`src/core/mailbox_pkg.sv`:
```
// Constants for the report byte mailbox.
// Assumes a single clock domain; register offsets are byte level, field positions are bit indices.
package mailbox_pkg;
   // ************************************************************
   // Register offsets
   // ************************************************************
   localparam logic [2:0] OFF_UP0 = 3'h0;
   localparam logic [2:0] OFF_UP1 = 3'h1;
   localparam logic [2:0] OFF_UP2 = 3'h2;
   localparam logic [2:0] OFF_UP3 = 3'h3;
   localparam logic [2:0] OFF_DN0 = 3'h4;
   localparam logic [2:0] OFF_DN1 = 3'h5;
   localparam logic [2:0] OFF_DN2 = 3'h6;
   localparam logic [2:0] OFF_DN3 = 3'h7;
   // ************************************************************
   // Fields and values
   // ************************************************************
   localparam logic [7:0] BYTE_RST     = 8'h00;
   localparam logic [1:0] MODE_GPIO    = 2'h0;
   localparam logic [1:0] MODE_STORE   = 2'h1;
   localparam logic [1:0] MODE_ALL_ONE = 2'h3;
   localparam logic [3:0] NIBBLE_ZERO  = 4'h0;
   localparam int MODE_HI   = 7;
   localparam int MODE_LO   = 6;
   localparam int BIT5      = 5;
   localparam int BIT4      = 4;
   localparam int REC_BIT   = 3;
   localparam int PLAY_BIT  = 2;
   localparam int VDN_BIT   = 1;
   localparam int VUP_BIT   = 0;
   localparam int START_BIT = 7;
   localparam int SPDIF_CAT_BIT = 5;
endpackage

```
`src/core/report_byte_mailbox.sv`:
```
// Report byte mailbox between the USB host and an external microcontroller.
// Assumes the serial slave and HID endpoint logic deliver one-cycle strobes.
`timescale 1ns/1ps
module report_byte_mailbox
   import mailbox_pkg::*;
#(
   parameter int GPIO_W = 8
) (
   input  wire logic              clk,
   input  wire logic              srst,
   // Micro side serial slave register strobes
   input  wire logic              mcu_wr,
   input  wire logic              mcu_rd,
   input  wire logic [2:0]        mcu_addr,
   input  wire logic [7:0]        mcu_wdata,
   output logic      [7:0]        mcu_rdata,
   // Host side output report write and input report image
   input  wire logic              host_wr,
   input  wire logic [2:0]        host_addr,
   input  wire logic [7:0]        host_wdata,
   input  wire logic              host_report_done,
   output logic      [31:0]       host_in_report,
   // Buttons and NVM engine
   input  wire logic              rec_mute_btn,
   input  wire logic              play_mute_btn,
   input  wire logic              vol_down_btn,
   input  wire logic              vol_up_btn,
   input  wire logic              nvm_done,
   input  wire logic [7:0]        nvm_rd_low,
   input  wire logic [7:0]        nvm_rd_high,
   output logic                   nvm_start,
   output logic [7:0]             nvm_data_low,
   output logic [7:0]             nvm_data_high,
   output logic [7:0]             nvm_ctrl,
   output logic [1:0]             mcu_clk_sel,
   // Pins and side functions
   input  wire logic [7:0]        spdif_config,
   output logic [GPIO_W-1:0]      general_output_pins,
   output logic [GPIO_W-1:0]      general_output_pins_oe,
   output logic                   buzzer_on,
   output logic [7:0]             spdif_category,
   output logic                   spdif_category_valid,
   output logic                   micro_attention_irq
);
   logic [7:0] up0, up1, up2, up3;
   logic [7:0] dn0, dn1, dn2, dn3;
   logic [7:0] mcu_ctrl;
   logic       rec_prev, play_prev, rec_click, play_click;
   logic       nvm_pending;

   // ************************************************************
   // Decode
   // ************************************************************
   wire logic [1:0] dn_mode   = dn0[MODE_HI:MODE_LO];
   wire logic       dn_mirror = dn0[MODE_HI];
   wire logic       up_mirror = up0[MODE_HI];
   // Micro upstream byte write wins the cycle, so host strobe is dropped then
   wire logic mcu_wr_up = mcu_wr && !mcu_addr[2];
   wire logic host_ok   = host_wr && host_addr[2] && !mcu_wr_up;
   wire logic ctrl_wr_mcu  = mcu_wr && mcu_addr == OFF_UP3 && up_mirror;
   wire logic ctrl_wr_host = host_ok && host_addr == OFF_DN3 && dn_mirror;
   wire logic mcu_ctrl_wr_mcu  = mcu_wr && mcu_addr == OFF_UP0 && up_mirror;
   wire logic mcu_ctrl_wr_host = host_ok && host_addr == OFF_DN0
                                 && dn_mirror;
   wire logic dn_read = mcu_rd && mcu_addr[2];

   function automatic logic hit(input logic [2:0] a, input logic [2:0] o);
      hit = a == o;
   endfunction

   // ************************************************************
   // Mailbox bytes
   // ************************************************************
   always_ff @(posedge clk) begin
      if (srst) begin
         up0 <= BYTE_RST;
         up1 <= BYTE_RST;
         up2 <= BYTE_RST;
         up3 <= BYTE_RST;
      end else if (mcu_wr_up) begin
         if (hit(mcu_addr, OFF_UP0))
            up0[MODE_HI:BIT4] <= mcu_wdata[MODE_HI:BIT4];
         if (hit(mcu_addr, OFF_UP1))
            up1 <= mcu_wdata;
         if (hit(mcu_addr, OFF_UP2))
            up2 <= mcu_wdata;
         if (hit(mcu_addr, OFF_UP3))
            up3 <= mcu_wdata;
      end
   end

   always_ff @(posedge clk) begin
      if (srst) begin
         dn0 <= BYTE_RST;
         dn1 <= BYTE_RST;
         dn2 <= BYTE_RST;
         dn3 <= BYTE_RST;
      end else if (host_ok) begin
         if (hit(host_addr, OFF_DN0))
            dn0 <= host_wdata;
         if (hit(host_addr, OFF_DN1))
            dn1 <= host_wdata;
         if (hit(host_addr, OFF_DN2))
            dn2 <= host_wdata;
         if (hit(host_addr, OFF_DN3))
            dn3 <= host_wdata;
      end
   end

   // ************************************************************
   // Mapped registers
   // ************************************************************
   // Downstream NVM data
   always_ff @(posedge clk) begin
      if (srst) begin
         nvm_data_low  <= BYTE_RST;
         nvm_data_high <= BYTE_RST;
      end else if (nvm_done && !nvm_ctrl[MODE_LO]) begin
         nvm_data_low  <= nvm_rd_low;
         nvm_data_high <= nvm_rd_high;
      end else begin
         if (mcu_wr && up_mirror && mcu_addr == OFF_UP1)
            nvm_data_low <= mcu_wdata;
         else if (host_ok && dn_mirror && host_addr == OFF_DN1)
            nvm_data_low <= host_wdata;
         if (mcu_wr && up_mirror && mcu_addr == OFF_UP2)
            nvm_data_high <= mcu_wdata;
         else if (host_ok && dn_mirror && host_addr == OFF_DN2)
            nvm_data_high <= host_wdata;
      end
   end

   wire logic [7:0] ctrl_src = ctrl_wr_mcu ? mcu_wdata : host_wdata;
   wire logic       ctrl_go  = (ctrl_wr_mcu || ctrl_wr_host)
                               && ctrl_src[START_BIT];
   always_ff @(posedge clk) begin
      if (srst) begin
         nvm_ctrl    <= BYTE_RST;
         nvm_pending <= 1'b0;
         nvm_start   <= 1'b0;
      end else begin
         nvm_start <= ctrl_go;
         if (ctrl_wr_mcu || ctrl_wr_host)
            nvm_ctrl <= {1'b0, ctrl_src[MODE_LO:0]};
         if (ctrl_go)
            nvm_pending <= 1'b1;
         else if (nvm_done)
            nvm_pending <= 1'b0;
      end
   end

   always_ff @(posedge clk) begin
      if (srst)
         mcu_ctrl <= BYTE_RST;
      else if (mcu_ctrl_wr_mcu)
         mcu_ctrl[BIT5:BIT4] <= mcu_wdata[BIT5:BIT4];
      else if (mcu_ctrl_wr_host)
         mcu_ctrl[BIT5:BIT4] <= host_wdata[BIT5:BIT4];
   end
   assign mcu_clk_sel = mcu_ctrl[BIT5:BIT4];

   // ************************************************************
   // Buttons
   // ************************************************************
   // Click latched on release
   // Cleared when the host has taken the report
   always_ff @(posedge clk) begin
      if (srst) begin
         rec_prev   <= 1'b0;
         play_prev  <= 1'b0;
         rec_click  <= 1'b0;
         play_click <= 1'b0;
      end else begin
         rec_prev  <= rec_mute_btn;
         play_prev <= play_mute_btn;
         if (rec_prev && !rec_mute_btn)
            rec_click <= 1'b1;
         else if (host_report_done)
            rec_click <= 1'b0;
         if (play_prev && !play_mute_btn)
            play_click <= 1'b1;
         else if (host_report_done)
            play_click <= 1'b0;
      end
   end

   // ************************************************************
   // Interrupt to micro
   // ************************************************************
   // Host report raises line
   // Access done raises line
   // Set wins over a clearing read in the same cycle
   always_ff @(posedge clk) begin
      if (srst)
         micro_attention_irq <= 1'b0;
      else if (host_ok || nvm_done)
         micro_attention_irq <= 1'b1;
      else if (dn_read)
         micro_attention_irq <= 1'b0;
   end

   // ************************************************************
   // Read images
   // ************************************************************
   // Upstream bytes mirrored
   wire logic [7:0] up1_img = up_mirror ? nvm_data_low  : up1;
   wire logic [7:0] up2_img = up_mirror ? nvm_data_high : up2;
   wire logic [7:0] up3_img = up_mirror ? {nvm_pending, nvm_ctrl[6:0]}
                                        : up3;
   wire logic [7:0] up0_img = {up0[MODE_HI:BIT4], rec_click, play_click,
                               vol_down_btn, vol_up_btn};
   wire logic [7:0] dn0_img = up_mirror
                              ? {MODE_ALL_ONE, mcu_ctrl[BIT5:BIT4],
                                 NIBBLE_ZERO}
                              : dn0;
   wire logic [7:0] dn1_img = up_mirror ? nvm_data_low  : dn1;
   wire logic [7:0] dn2_img = up_mirror ? nvm_data_high : dn2;
   wire logic [7:0] dn3_img = up_mirror ? {nvm_pending, nvm_ctrl[6:0]}
                                        : dn3;
   wire logic [7:0] rd_mux =
      mcu_addr == OFF_UP0 ? up0_img :
      mcu_addr == OFF_UP1 ? up1_img :
      mcu_addr == OFF_UP2 ? up2_img :
      mcu_addr == OFF_UP3 ? up3_img :
      mcu_addr == OFF_DN0 ? dn0_img :
      mcu_addr == OFF_DN1 ? dn1_img :
      mcu_addr == OFF_DN2 ? dn2_img : dn3_img;

   always_ff @(posedge clk) begin
      if (srst) begin
         mcu_rdata      <= BYTE_RST;
         host_in_report <= {4{BYTE_RST}};
      end else begin
         if (mcu_rd)
            mcu_rdata <= rd_mux;
         host_in_report <= {up3_img, up2_img, up1_img, up0_img};
      end
   end

   // ************************************************************
   // Pins and side functions
   // ************************************************************
   // GPIO level and direction
   wire logic gpio_mode = dn_mode == MODE_GPIO;
   always_ff @(posedge clk) begin
      if (srst) begin
         general_output_pins    <= '0;
         general_output_pins_oe <= '0;
         buzzer_on              <= 1'b0;
         spdif_category         <= BYTE_RST;
         spdif_category_valid   <= 1'b0;
      end else begin
         general_output_pins    <= gpio_mode ? dn1[GPIO_W-1:0] : '0;
         general_output_pins_oe <= gpio_mode ? dn2[GPIO_W-1:0] : '0;
         buzzer_on <= !up_mirror && up0[BIT5];
         spdif_category_valid <= !dn_mirror
                                 && !spdif_config[SPDIF_CAT_BIT];
         spdif_category <= dn3;
      end
   end
   // Mode field 01 and 11 need no further logic
   // Bit 7 storage or mirror, handled above
endmodule

```
`config.mk`:
```
export PLATFORM = sky130hd
export DESIGN_NAME = report_byte_mailbox
export DESIGN_NICKNAME = d
export VERILOG_FILES = /design/src/core/mailbox_pkg.sv /design/src/core/report_byte_mailbox.sv
export SDC_FILE = /design/constraint.sdc
export NUM_CORES = 1
export LEC_CHECK = 0
export BUFFER_PORTS_ARGS = -buffer_cell sky130_fd_sc_hd__buf_4
export CAP_MARGIN = 10
export CELL_PAD_IN_SITES_DETAIL_PLACEMENT = 0
export CELL_PAD_IN_SITES_GLOBAL_PLACEMENT = 2
export CORE_UTILIZATION = 34
export DETAILED_ROUTE_END_ITERATION = 10
export PLACE_DENSITY_LB_ADDON = 0.1
export SLEW_MARGIN = 40
export SYNTH_ARGS = -nofsm -noshare
export SYNTH_HDL_FRONTEND = slang
export SYNTH_SLANG_ARGS = --single-unit
```
`constraint.sdc`:
```
create_clock -name clk -period 3.3 [get_ports clk]
set_input_delay 0.165 -clock clk [delete_from_list [all_inputs] [get_ports clk]]
set_output_delay 0.165 -clock clk [all_outputs]
set_load 0.01 [all_outputs]
```
Yosys cells after proc, flatten, opt, wreduce, memory -nomap -nowiden
Cells that the tools add are included.
{"block": "word_totals", "output_inout_bits": 94, "regBits": 158, "input_bits": 57, "word_cells": 119}
{"block": "op_classes", "mux": 30, "n_reduce_logical": 52, "eq_ne": 10, "bitwise_logic": 1}
{"op": "$mux W8", "count": 21}
{"op": "$logic_and A1 B1 Y1", "count": 24}
{"op": "$eq A3 B3 Y1 const B", "count": 7}
{"op": "$reduce_and A2 Y1", "count": 8}
{"op": "$reduce_bool A2 Y1", "count": 5}
{"op": "$logic_not A1 Y1", "count": 8}
{"op": "$mux W1", "count": 7}
{"op": "$eq A3 B2 Y1 const B", "count": 2}
{"op": "$reduce_bool A3 Y1", "count": 2}
{"op": "$mux W2", "count": 2}
{"op": "$eq A3 B1 Y1 const B", "count": 1}
{"op": "$logic_not A3 Y1", "count": 1}
{"op": "$logic_not A2 Y1", "count": 1}
{"op": "$logic_or A1 B1 Y1", "count": 2}
{"op": "$reduce_or A2 Y1", "count": 1}
{"op": "$not A1 Y1", "count": 1}

Logic depth before layout (Yosys ltp)
Gate-level depths: netlist (run 1).
{"block": "logic_depth", "depth_word": 9, "ltp_mapped": 8, "mapped_depth_nobuf": 5}

Worst setup path before layout (run 1)
No wires, ideal clock.
{"block": "synth_path", "kind": "reg-to-reg", "from": "register up0[7]", "to": "register mcu_rdata[0]", "setup_slack_ns": 1.677, "setup_ns": 0.130, "required_ns": 3.170, "arrival_time_ns": 1.494, "path_stages_with_launch": 8, "synth_period_minus_slack_ns": 1.623, "cell_sequence": "dfxtp_1 -> buf_4 -> buf_6 -> buf_4 -> mux2i_1 -> a21oi_1 -> o41ai_1 -> a21oi_1"}
{"block": "synth_between", "elab_chain_len": 8, "elab_cells_between_ends": 14, "classes_between": "14 x mux"}
{"item": "start, declared", "line_no": "report_byte_mailbox.sv:45", "rtl": "logic [7:0] up0, up1, up2, up3;"}
{"item": "start signal, assigned by index", "line_no": "report_byte_mailbox.sv:82", "rtl": "up0[MODE_HI:BIT4] <= mcu_wdata[MODE_HI:BIT4];"}
{"item": "$mux W8 (on tied branches)", "line_no": "report_byte_mailbox.sv:218, report_byte_mailbox.sv:217"}
{"item": "$mux W8", "line_no": "report_byte_mailbox.sv:227", "rtl": "mcu_addr == OFF_DN2 ? dn2_img : dn3_img;"}
{"item": "$mux W8", "line_no": "report_byte_mailbox.sv:226", "rtl": "mcu_addr == OFF_DN1 ? dn1_img :"}
{"item": "$mux W8", "line_no": "report_byte_mailbox.sv:225", "rtl": "mcu_addr == OFF_DN0 ? dn0_img :"}
{"item": "$mux W8", "line_no": "report_byte_mailbox.sv:224", "rtl": "mcu_addr == OFF_UP3 ? up3_img :"}
{"item": "$mux W8", "line_no": "report_byte_mailbox.sv:223", "rtl": "mcu_addr == OFF_UP2 ? up2_img :"}
{"item": "$mux W8 *", "line_no": "report_byte_mailbox.sv:222", "rtl": "mcu_addr == OFF_UP1 ? up1_img :"}
{"item": "$mux W8 *", "line_no": "report_byte_mailbox.sv:221", "rtl": "mcu_addr == OFF_UP0 ? up0_img :"}
{"item": "end signal, assigned", "line_no": "report_byte_mailbox.sv:235", "rtl": "mcu_rdata <= rd_mux;"}
{"item": "end, declared", "line_no": "report_byte_mailbox.sv:16", "rtl": "output logic [7:0] mcu_rdata,"}
Mark *: on every way between the ends. The rest lies on a longest branch, timed or not.
A chain may end at the register's enable or synchronous reset.

Worst setup path after layout (run 1)
Same ends and word-level chain as after synthesis.

==> results of run 1 <==
worst paths after layout:
| kind | from | to | slack (ns) |
|---|---|---|---|
| min reg2reg | up1[2] | up1[2] | 0.46 |
| max | up0[7] | mcu_rdata[0] | 1.15 |
| max reg2reg | up0[7] | mcu_rdata[0] | 1.15 |
| min | mcu_wdata[3] | up3[3] | 0.05 |
worst register-to-register path, delay by kind of cell, from the launching register on:
kind	cells	cell delay, ns
flops	1	0.61
compound gates	3	0.58
mux	1	0.50
buf+inv	1	0.34
cells by family (layout without fill, tap and decap cells):
kind of cell,count (synthesis),in the layout,synth area share [%]
buffers and inverters,65,203,4.81
AO/OA/AOI/OAI,163,163,15.6
AND/OR/NAND/NOR,279,279,18.7
flip-flops,158,158,45.9
multiplexers,102,102,15.0
other,1,1,0.0544
per-stage QoR:
| stage | worst slack [ns] | utilization (%) |
|---|---|---|
| global placement | 1.15 | 41.3 |
| floorplan | 1.68 | - |
| global route | 1.05 | 44.5 |
| finish | 1.15 | 44.5 |
| detailed placement | 1.20 | 41.3 |
| CTS | 1.18 | 44.5 |
metal layers:
metal | vias to the layer above | track usage, % | wire, um
li1 | 2915 | - | -
met1 | 2945 | 33.0 | 11500
met2 | 227 | 39.7 | 11800
met3 | 22 | 4.30 | 1390
met4 | 2 | 6.93 | 330
met5 | - | 0 | 12
Yosys cell counts (3+ instances only):
cell	instances	share of area, %
nor3_1	9	0.65
mux2_2	9	1.5
buf_4	7	0.76
nor2b_1	27	2.5
buf_6	6	0.98
nor2_2	3	0.27
nand2b_1	10	0.91
mux2i_1	93	14
buf_1	4	0.22
nor4_1	3	0.27
a31oi_1	9	0.82
a2111oi_4	3	1.2
and2_1	17	1.5
buf_2	12	0.87
o21ai_0	36	2.6
nand3_1	5	0.36
inv_1	6	0.33
a311oi_1	3	0.38
a21oi_1	64	4.6
a22o_1	16	2.0
nand2_1	109	5.9
clkbuf_1	27	1.5
a211oi_1	7	0.76
dfxtp_1	158	46
a32oi_1	4	0.51
nor2_1	81	4.4
o221ai_1	3	0.38
o31ai_1	3	0.33
power groups by stage:
| stage | registers [uW] | logic (uW) | clock network [uW] |
|---|---|---|---|
| final | 2000 | 429 | 1860 |
| after global routing | 2000 | 461 | 1980 |
| after CTS | 2000 | 425 | 1890 |
| after detailed placement | 2040 | 417 | 0 |
| after global placement | 2040 | 413 | 0 |
| after floorplan | 2030 | 222 | 0 |
final cells by class:
| class | instances | area share [%] |
|---|---|---|
| clock inverter | 14 | 1.40 |
| tap | 265 | 3.79 |
| inverter | 8 | 0.343 |
| multi-input combinational | 545 | 39.1 |
| clock buffer | 18 | 4.91 |
| sequential | 158 | 36.2 |
| timing repair buffer | 163 | 14.2 |
timing repair:
item                                   4_1_cts  5_1_grt
setup endpoints to repair                    0        0
hold buffers                                 7        0
endpoints found under the hold margin        8        0
resized for setup                            0        0
==> flow_metrics.env, run 1 <==
export IMPL_worstMarginPinSlew_ns=0.645
export IMPL_wl_per_cell_um=21.3
export IMPL_cts_tree="yes"
export IMPL_clk_latency_ns=0.43
export IMPL_seq_area_um2=3160
export IMPL_cpLargestDelayFamily="flip-flops"
export IMPL_syn_nets=825
export IMPL_avgSynthCellArea_um2=8.97
export IMPL_critical_path_max_fanout=16
export IMPL_crit_chain="buf_4 > mux2i_1 > a21oi_1 > o41ai_1 > a21oi_1"
export IMPL_cts_htree_levels=4
export IMPL_total_power_uw=4290
export IMPL_critPathCaptureType="register"
export IMPL_die_h_um=144
export IMPL_grt_total_usage_pct=24.4
export IMPL_cts_setup_buffers=0
export IMPL_final_common_cell="dfxtp_1"
export IMPL_portBuffers=142
export IMPL_vias=6111
export IMPL_cts_inserted_buffers=17
export IMPL_ir_drop_v=0.000276
export IMPL_worst_path_stages=5
export IMPL_placed_area_um2=8120
export IMPL_largest_register_ffs=32
export IMPL_critPathBufInv=1
export IMPL_grt_start_max_net_pins=79
export IMPL_synth_distinct_cells=54
export IMPL_grt_pass1_vias=5716
export IMPL_place_inst=1132
export IMPL_synth_seq_area_share_pct=45.9
export IMPL_layout_common_cells="dfxtp_1 (157), buf_4 (155), nand2_1 (109), mux2i_1 (93), nor2_1 (81)"
export IMPL_grt_overflow_total=0
export IMPL_drtIter0Drc=435
export IMPL_ys_flop_type="dfxtp_1"
export IMPL_area_growth_syn_to_layout_pct=26.9
export IMPL_path_class="register to register"
export IMPL_initial_core_util_pct=35.1
export IMPL_firstDrtPassIters=5
export IMPL_finalNetCount=950
export IMPL_clock_sinks=158
export IMPL_fin_crit_ns=2.15
export IMPL_hold_path_depth=3
export IMPL_core_area_um2=19700
export IMPL_layout_drive_gt1_share_pct=24.1
export IMPL_p_int_uw=3110
export IMPL_antenna_found_initial=1
export IMPL_holdWs_ns=0.0522
export IMPL_avgViaCountPerCell=5.22
export IMPL_synth_edff_count=0
export IMPL_clockBufferDepth=2
export IMPL_dp_hpwl_um=18100
export IMPL_slew_violations=0
export IMPL_hold_viol_final=0
export IMPL_die_width_um=144
export IMPL_layout_cells_non_filler=1171
export IMPL_final_area_um2=8750
export IMPL_start_kind="register"
export IMPL_rsz0062_at_grt="no"
export IMPL_nFillCells=2044
export IMPL_drc=0
export IMPL_slew_headroom_pct=57.0
export IMPL_critical_path_arrival_ns=2.45
export IMPL_min_path_type="input pin to register"
export IMPL_r2r_cells=5
export IMPL_finalSetupViolations=0
export IMPL_tns_ns=0
export IMPL_ant_nets=0
export IMPL_totalWireLength_um=25000
export IMPL_clock_fmax_ghz=0.465
export IMPL_die_area_um2=20800
export IMPL_clock_skew_ns=0.00999
export IMPL_power_per_cell_area_nw_per_um2=491
export IMPL_leakagePower_uw=0.00334
export IMPL_syn_area_um2=6890
export IMPL_p_comb_share_pct=10.0
export IMPL_antenna_cells=0
export IMPL_ctsRootBufferMaster="clkbuf_16"
export IMPL_outcome="finished, final reports clean"
export IMPL_ys_async_sr_fraction_pct=0
export IMPL_grt_pass1_wl_um=36100
export IMPL_multiInputGateArea_um2=3420
export IMPL_top_register="host_in_report"
export IMPL_synth_seq_cells=158
export IMPL_period_share_pct=65.2
export IMPL_p_clk_share_pct=43.4
export IMPL_gp_congestion=0.870
export IMPL_netSwitchingFraction_pct=27.5
export IMPL_seqPwrFrac_pct=46.6
export IMPL_ioPinCount=151
export IMPL_yosys_warnings=0
export IMPL_clk_pin_slew_ns=0.07
export IMPL_maxCapViolations=0
export IMPL_worstPathRequired_ns=3.60
export IMPL_syn_inst=768
export IMPL_rows=51
export IMPL_cp_slowest_cell="dfxtp_2"
export IMPL_slowest_delay_ns=0.61
export IMPL_switching_power_uw=1180
export IMPL_cp_common_cell="a21oi_1"
Note: power is estimated with default switching activity, not from simulation.
==> run 2, diff against run 1 <==
CORE_UTILIZATION = 32   (was 34)
clock period = 2 ns   (was 3.3 ns; I/O delays follow)
==> flow_metrics.env, run 2 (synthesis results as in run 1) <==
export IMPL_power_per_cell_area_nw_per_um2=787
export IMPL_wl_per_cell_um=21.2
export IMPL_cts_inserted_buffers=17
export IMPL_path_class="register to register"
export IMPL_layout_drive_gt1_share_pct=27.1
export IMPL_ioPinCount=151
export IMPL_hold_viol_final=0
export IMPL_worstPathRequired_ns=2.28
export IMPL_min_from="nvm_rd_low[3]"
export IMPL_largest_register_ffs=32
export IMPL_cts_setup_buffers=0
export IMPL_die_h_um=149
export IMPL_layout_common_cells="buf_4 (197), dfxtp_1 (157), nand2_1 (109), mux2i_1 (92), nor2_1 (81)"
export IMPL_maxCapViolations=0
export IMPL_final_common_cell="buf_4"
export IMPL_layout_cells_non_filler=1238
export IMPL_finalSetupViolations=1
export IMPL_clock_fmax_ghz=0.498
export IMPL_core_area_um2=21100
export IMPL_finalNetCount=1007
export IMPL_grt_total_usage_pct=24.5
export IMPL_area_growth_syn_to_layout_pct=34.7
export IMPL_rows=53
export IMPL_r2r_start="up0[7]"
export IMPL_critical_path_max_fanout=14
export IMPL_grt_pass1_vias=6265
export IMPL_cts_tree="yes"
export IMPL_totalWireLength_um=26300
export IMPL_top_register="host_in_report"
export IMPL_min_path_type="input pin to register"
export IMPL_avgViaCountPerCell=5.05
export IMPL_clock_skew_ns=0.0113
export IMPL_antenna_found_initial=1
export IMPL_fin_crit_ns=2.01
export IMPL_outcome="finished with violations"
export IMPL_drc=0
export IMPL_firstDrtPassIters=5
export IMPL_cp_startpoint="up0[7]"
export IMPL_ant_nets=0
export IMPL_dp_hpwl_um=19700
export IMPL_rsz0062_at_grt="no"
export IMPL_ir_drop_v=0.000519
export IMPL_slew_violations=0
export IMPL_initial_core_util_pct=32.7
export IMPL_place_inst=1186
export IMPL_total_power_uw=7300
export IMPL_gp_congestion=0.882
export IMPL_clk_latency_ns=0.43
export IMPL_cts_htree_levels=4
export IMPL_period_share_pct=100
export IMPL_antenna_cells=0
export IMPL_drtIter0Drc=387
export IMPL_grt_start_max_net_pins=48
export IMPL_portBuffers=142
export IMPL_critPathCaptureType="register"
export IMPL_vias=6257
export IMPL_leakagePower_uw=0.00364
export IMPL_clk_pin_slew_ns=0.07
export IMPL_slew_headroom_pct=56.1
export IMPL_ctsRootBufferMaster="clkbuf_16"
export IMPL_start_kind="register"
export IMPL_critical_path_arrival_ns=2.29
export IMPL_clock_sinks=158
export IMPL_die_width_um=149
export IMPL_fin_ws_ns=-0.00977
export IMPL_grt_overflow_total=0
export IMPL_worstMarginPinSlew_ns=0.658
export IMPL_grt_pass1_wl_um=39000
export IMPL_die_area_um2=22100
export IMPL_clockBufferDepth=2
export IMPL_violations="setup timing"
run 2: repair_timing:
action / CTS / global route
gates cloned: 0 / 0
endpoints found under the setup margin: 1 / 1
hold buffers: 19 / 1
hold endpoints to repair: 30 / 1
gates resized for setup: 1 / 1
run 2: layout make-up:
cell class              count  area, um2
repair buffers            220       1740
fillers                  2162      11800
clock inverters            13        133
flip-flops and latches    158       3160
clock buffers              19        453
multi-input cells         545       3420
well taps                 275        344
inverters                   8       30.0
run 2: final timing paths:
path                     endpoint  slack [ns]  depth (start not counted)
setup reg to reg     mcu_rdata[3]       -0.01                          5
hold / removal    nvm_data_low[3]        0.02                          4
hold reg to reg            up2[2]        0.46                          2
setup / recovery     mcu_rdata[3]       -0.01                          5
run 2: report_power, final:
group | internal, uW | switching (uW) | total [uW]
sequential | 3220 | 66.6 | 3290
combinational | 339 | 455 | 794
clock | 1810 | 1410 | 3220
run 2: layer usage:
metal	global-route usage, %	vias to the layer above	part of all wire [%]
met4	9.18	0	2.8
met2	39.1	215	46
met1	31.3	2979	44
met5	0	-	0
met3	6.94	40	6.6
li1	-	3023	-
run 2: through the flow:
stage	worst slack [ns]	utilization, %	hold slack, ns	setup TNS (ns)	instance area [um2]
after global placement	0.0598	40.3	0.275	0	8490
after floorplan	0.377	-	0.177	0	6890
final	-0.00977	44.0	0.0182	-0.00977	9280
after CTS	0.0918	43.9	0.00221	0	9270
after global routing	0.0129	44.0	0.0124	0	9280
after detailed placement	-0.0000280	40.3	0.277	-0.0000280	8490
run 2: worst max-delay path: stages, from the launching register on:
cell and delay, ns:
dfxtp_2 0.40, buf_12 0.18, mux2i_2 0.37, o221ai_1 0.31
nor4_1 0.45, nor3_1 0.15
==> run 3, diff against run 2 <==
CELL_PAD_IN_SITES_DETAIL_PLACEMENT = unset   (was 0)
CELL_PAD_IN_SITES_GLOBAL_PLACEMENT = unset   (was 2)
CORE_UTILIZATION = 54   (was 32)
HOLD_SLACK_MARGIN = 0.08   (was unset)
PLACE_DENSITY = 0.79   (was unset)
PLACE_DENSITY_LB_ADDON = unset   (was 0.1)
==> flow_metrics.env, run 3 (synthesis results as in run 1) <==
export IMPL_outcome="finished, final reports clean"
export IMPL_layout_drive_gt1_share_pct=25.3
export IMPL_rows=40
export IMPL_final_util_pct=76.2
export IMPL_grt_total_usage_pct=38.6
export IMPL_wl_per_cell_um=22.1
export IMPL_firstDrtPassIters=5
export IMPL_die_area_um2=13200
export IMPL_ioPinCount=151
export IMPL_maxCapViolations=0
export IMPL_path_class="register to register"
export IMPL_finalSetupViolations=0
export IMPL_antenna_found_initial=0
export IMPL_cp_slowest_cell="mux2i_1"
export IMPL_gp_congestion=0.963
export IMPL_ant_nets=0
export IMPL_grt_pass1_vias=6478
export IMPL_slowest_delay_ns=0.45
export IMPL_hold_viol_final=0
export IMPL_slew_headroom_pct=53.9
export IMPL_finalNetCount=1014
export IMPL_leakagePower_uw=0.00369
export IMPL_worstPathRequired_ns=2.31
export IMPL_cts_htree_levels=4
export IMPL_slew_violations=0
export IMPL_drtIter0Drc=843
export IMPL_clockBufferDepth=2
export IMPL_ir_drop_v=0.000491
export IMPL_ctsRootBufferMaster="clkbuf_16"
export IMPL_clk_latency_ns=0.43
export IMPL_critical_path_max_fanout=22
export IMPL_die_h_um=115
export IMPL_antenna_cells=0
export IMPL_cts_tree="yes"
export IMPL_totalWireLength_um=25100
export IMPL_clk_pin_slew_ns=0.06
export IMPL_grt_pass1_wl_um=36800
export IMPL_drc=0
export IMPL_tns_ns=0
export IMPL_final_area_um2=9310
export IMPL_place_inst=1065
export IMPL_fin_crit_ns=1.91
export IMPL_layout_common_cells="buf_4 (184), dfxtp_1 (157), nand2_1 (109), mux2i_1 (93), nor2_1 (81)"
export IMPL_cts_inserted_buffers=17
export IMPL_rsz0062_at_grt="no"
export IMPL_clock_skew_ns=0.0104
export IMPL_total_power_uw=7730
export IMPL_nFillCells=884
export IMPL_final_common_cell="buf_4"
export IMPL_period_share_pct=95.4
export IMPL_cp_common_cell="a21oi_1"
export IMPL_layout_cells_non_filler=1138
export IMPL_crit_chain="buf_12 > buf_4 > mux2i_1 > a21oi_1 > a31oi_1 > a21o_1 > a21oi_1"
export IMPL_area_growth_syn_to_layout_pct=35.1
export IMPL_power_per_cell_area_nw_per_um2=831
export IMPL_avgViaCountPerCell=5.91
export IMPL_worstMarginPinSlew_ns=0.692
export IMPL_dp_hpwl_um=17500
export IMPL_critPathCaptureType="register"
export IMPL_start_kind="register"
export IMPL_initial_core_util_pct=56.4
export IMPL_critical_path_arrival_ns=2.22
export IMPL_grt_overflow_total=0
export IMPL_core_area_um2=12200
export IMPL_largest_register_ffs=32
export IMPL_min_path_type="input pin to register"
export IMPL_portBuffers=142
export IMPL_top_register="host_in_report"
export IMPL_grt_start_max_net_pins=54
export IMPL_clock_sinks=158
export IMPL_placed_area_um2=8240
export IMPL_die_width_um=115
export IMPL_cts_setup_buffers=0
export IMPL_vias=6725
export IMPL_clock_fmax_ghz=0.524
-- run 3: where the power goes --
| group | internal [uW] | switching (uW) |
|---|---|---|
| logic | 356 | 458 |
| registers | 3220 | 71.0 |
| clock network | 2290 | 1330 |
| total | 5870 | 1860 |
-- run 3: path summary, 6_finish.rpt --
path | startpoint | to | slack [ns] | cells after the start
worst min register to register | up3[1] | up3[1] | 0.46 | 2
worst max register to register | up0[7] | mcu_rdata[5] | 0.09 | 7
worst min-delay path | host_wr | micro_attention_irq | 0.10 | 4
worst max-delay path | up0[7] | mcu_rdata[5] | 0.09 | 7
-- run 3: worst max-delay path, delay by kind of cell (launching register included) --
family	cells	cell delay, ns
muxes	1	0.45
buffers and inverters	2	0.42
DFF	1	0.38
AOI/OAI and AO/OA	4	0.53
-- run 3: layout make-up --
class                   instances  area (um2)  share of cell area [%]
multi-input cells             545        3410                    36.6
flip-flops and latches        158        3160                    34.0
repair buffers                227        1830                    19.7
clock buffers                  20         457                    4.91
well taps                     168         210                    2.26
clock inverters                12         205                    2.20
inverters                       8        30.0                   0.323
-- run 3: metal layers --
metal / wire length [um] / vias to the layer above / track usage (%)
met2: 11800 / 436 / 63.5
met4: 1080 / 0 / 19.0
met5: 0 / - / 0
li1: - / 3046 / -
met3: 2420 / 83 / 8.07
met1: 9830 / 3160 / 48.3
-- run 3: through the flow --
stage	hold WS, ns	setup slack, ns
finish	0.101	0.0923
global route	0.116	0.0414
CTS	0.0919	0.145
detailed placement	0.276	0.172
global placement	0.263	0.229
floorplan	0.177	0.377
-- run 3: repair_timing --
| action | in CTS | in global routing |
|---|---|---|
| endpoints found under the hold margin | 95 | 0 |
| hold buffers | 41 | 0 |
| resized for setup | 0 | 0 |
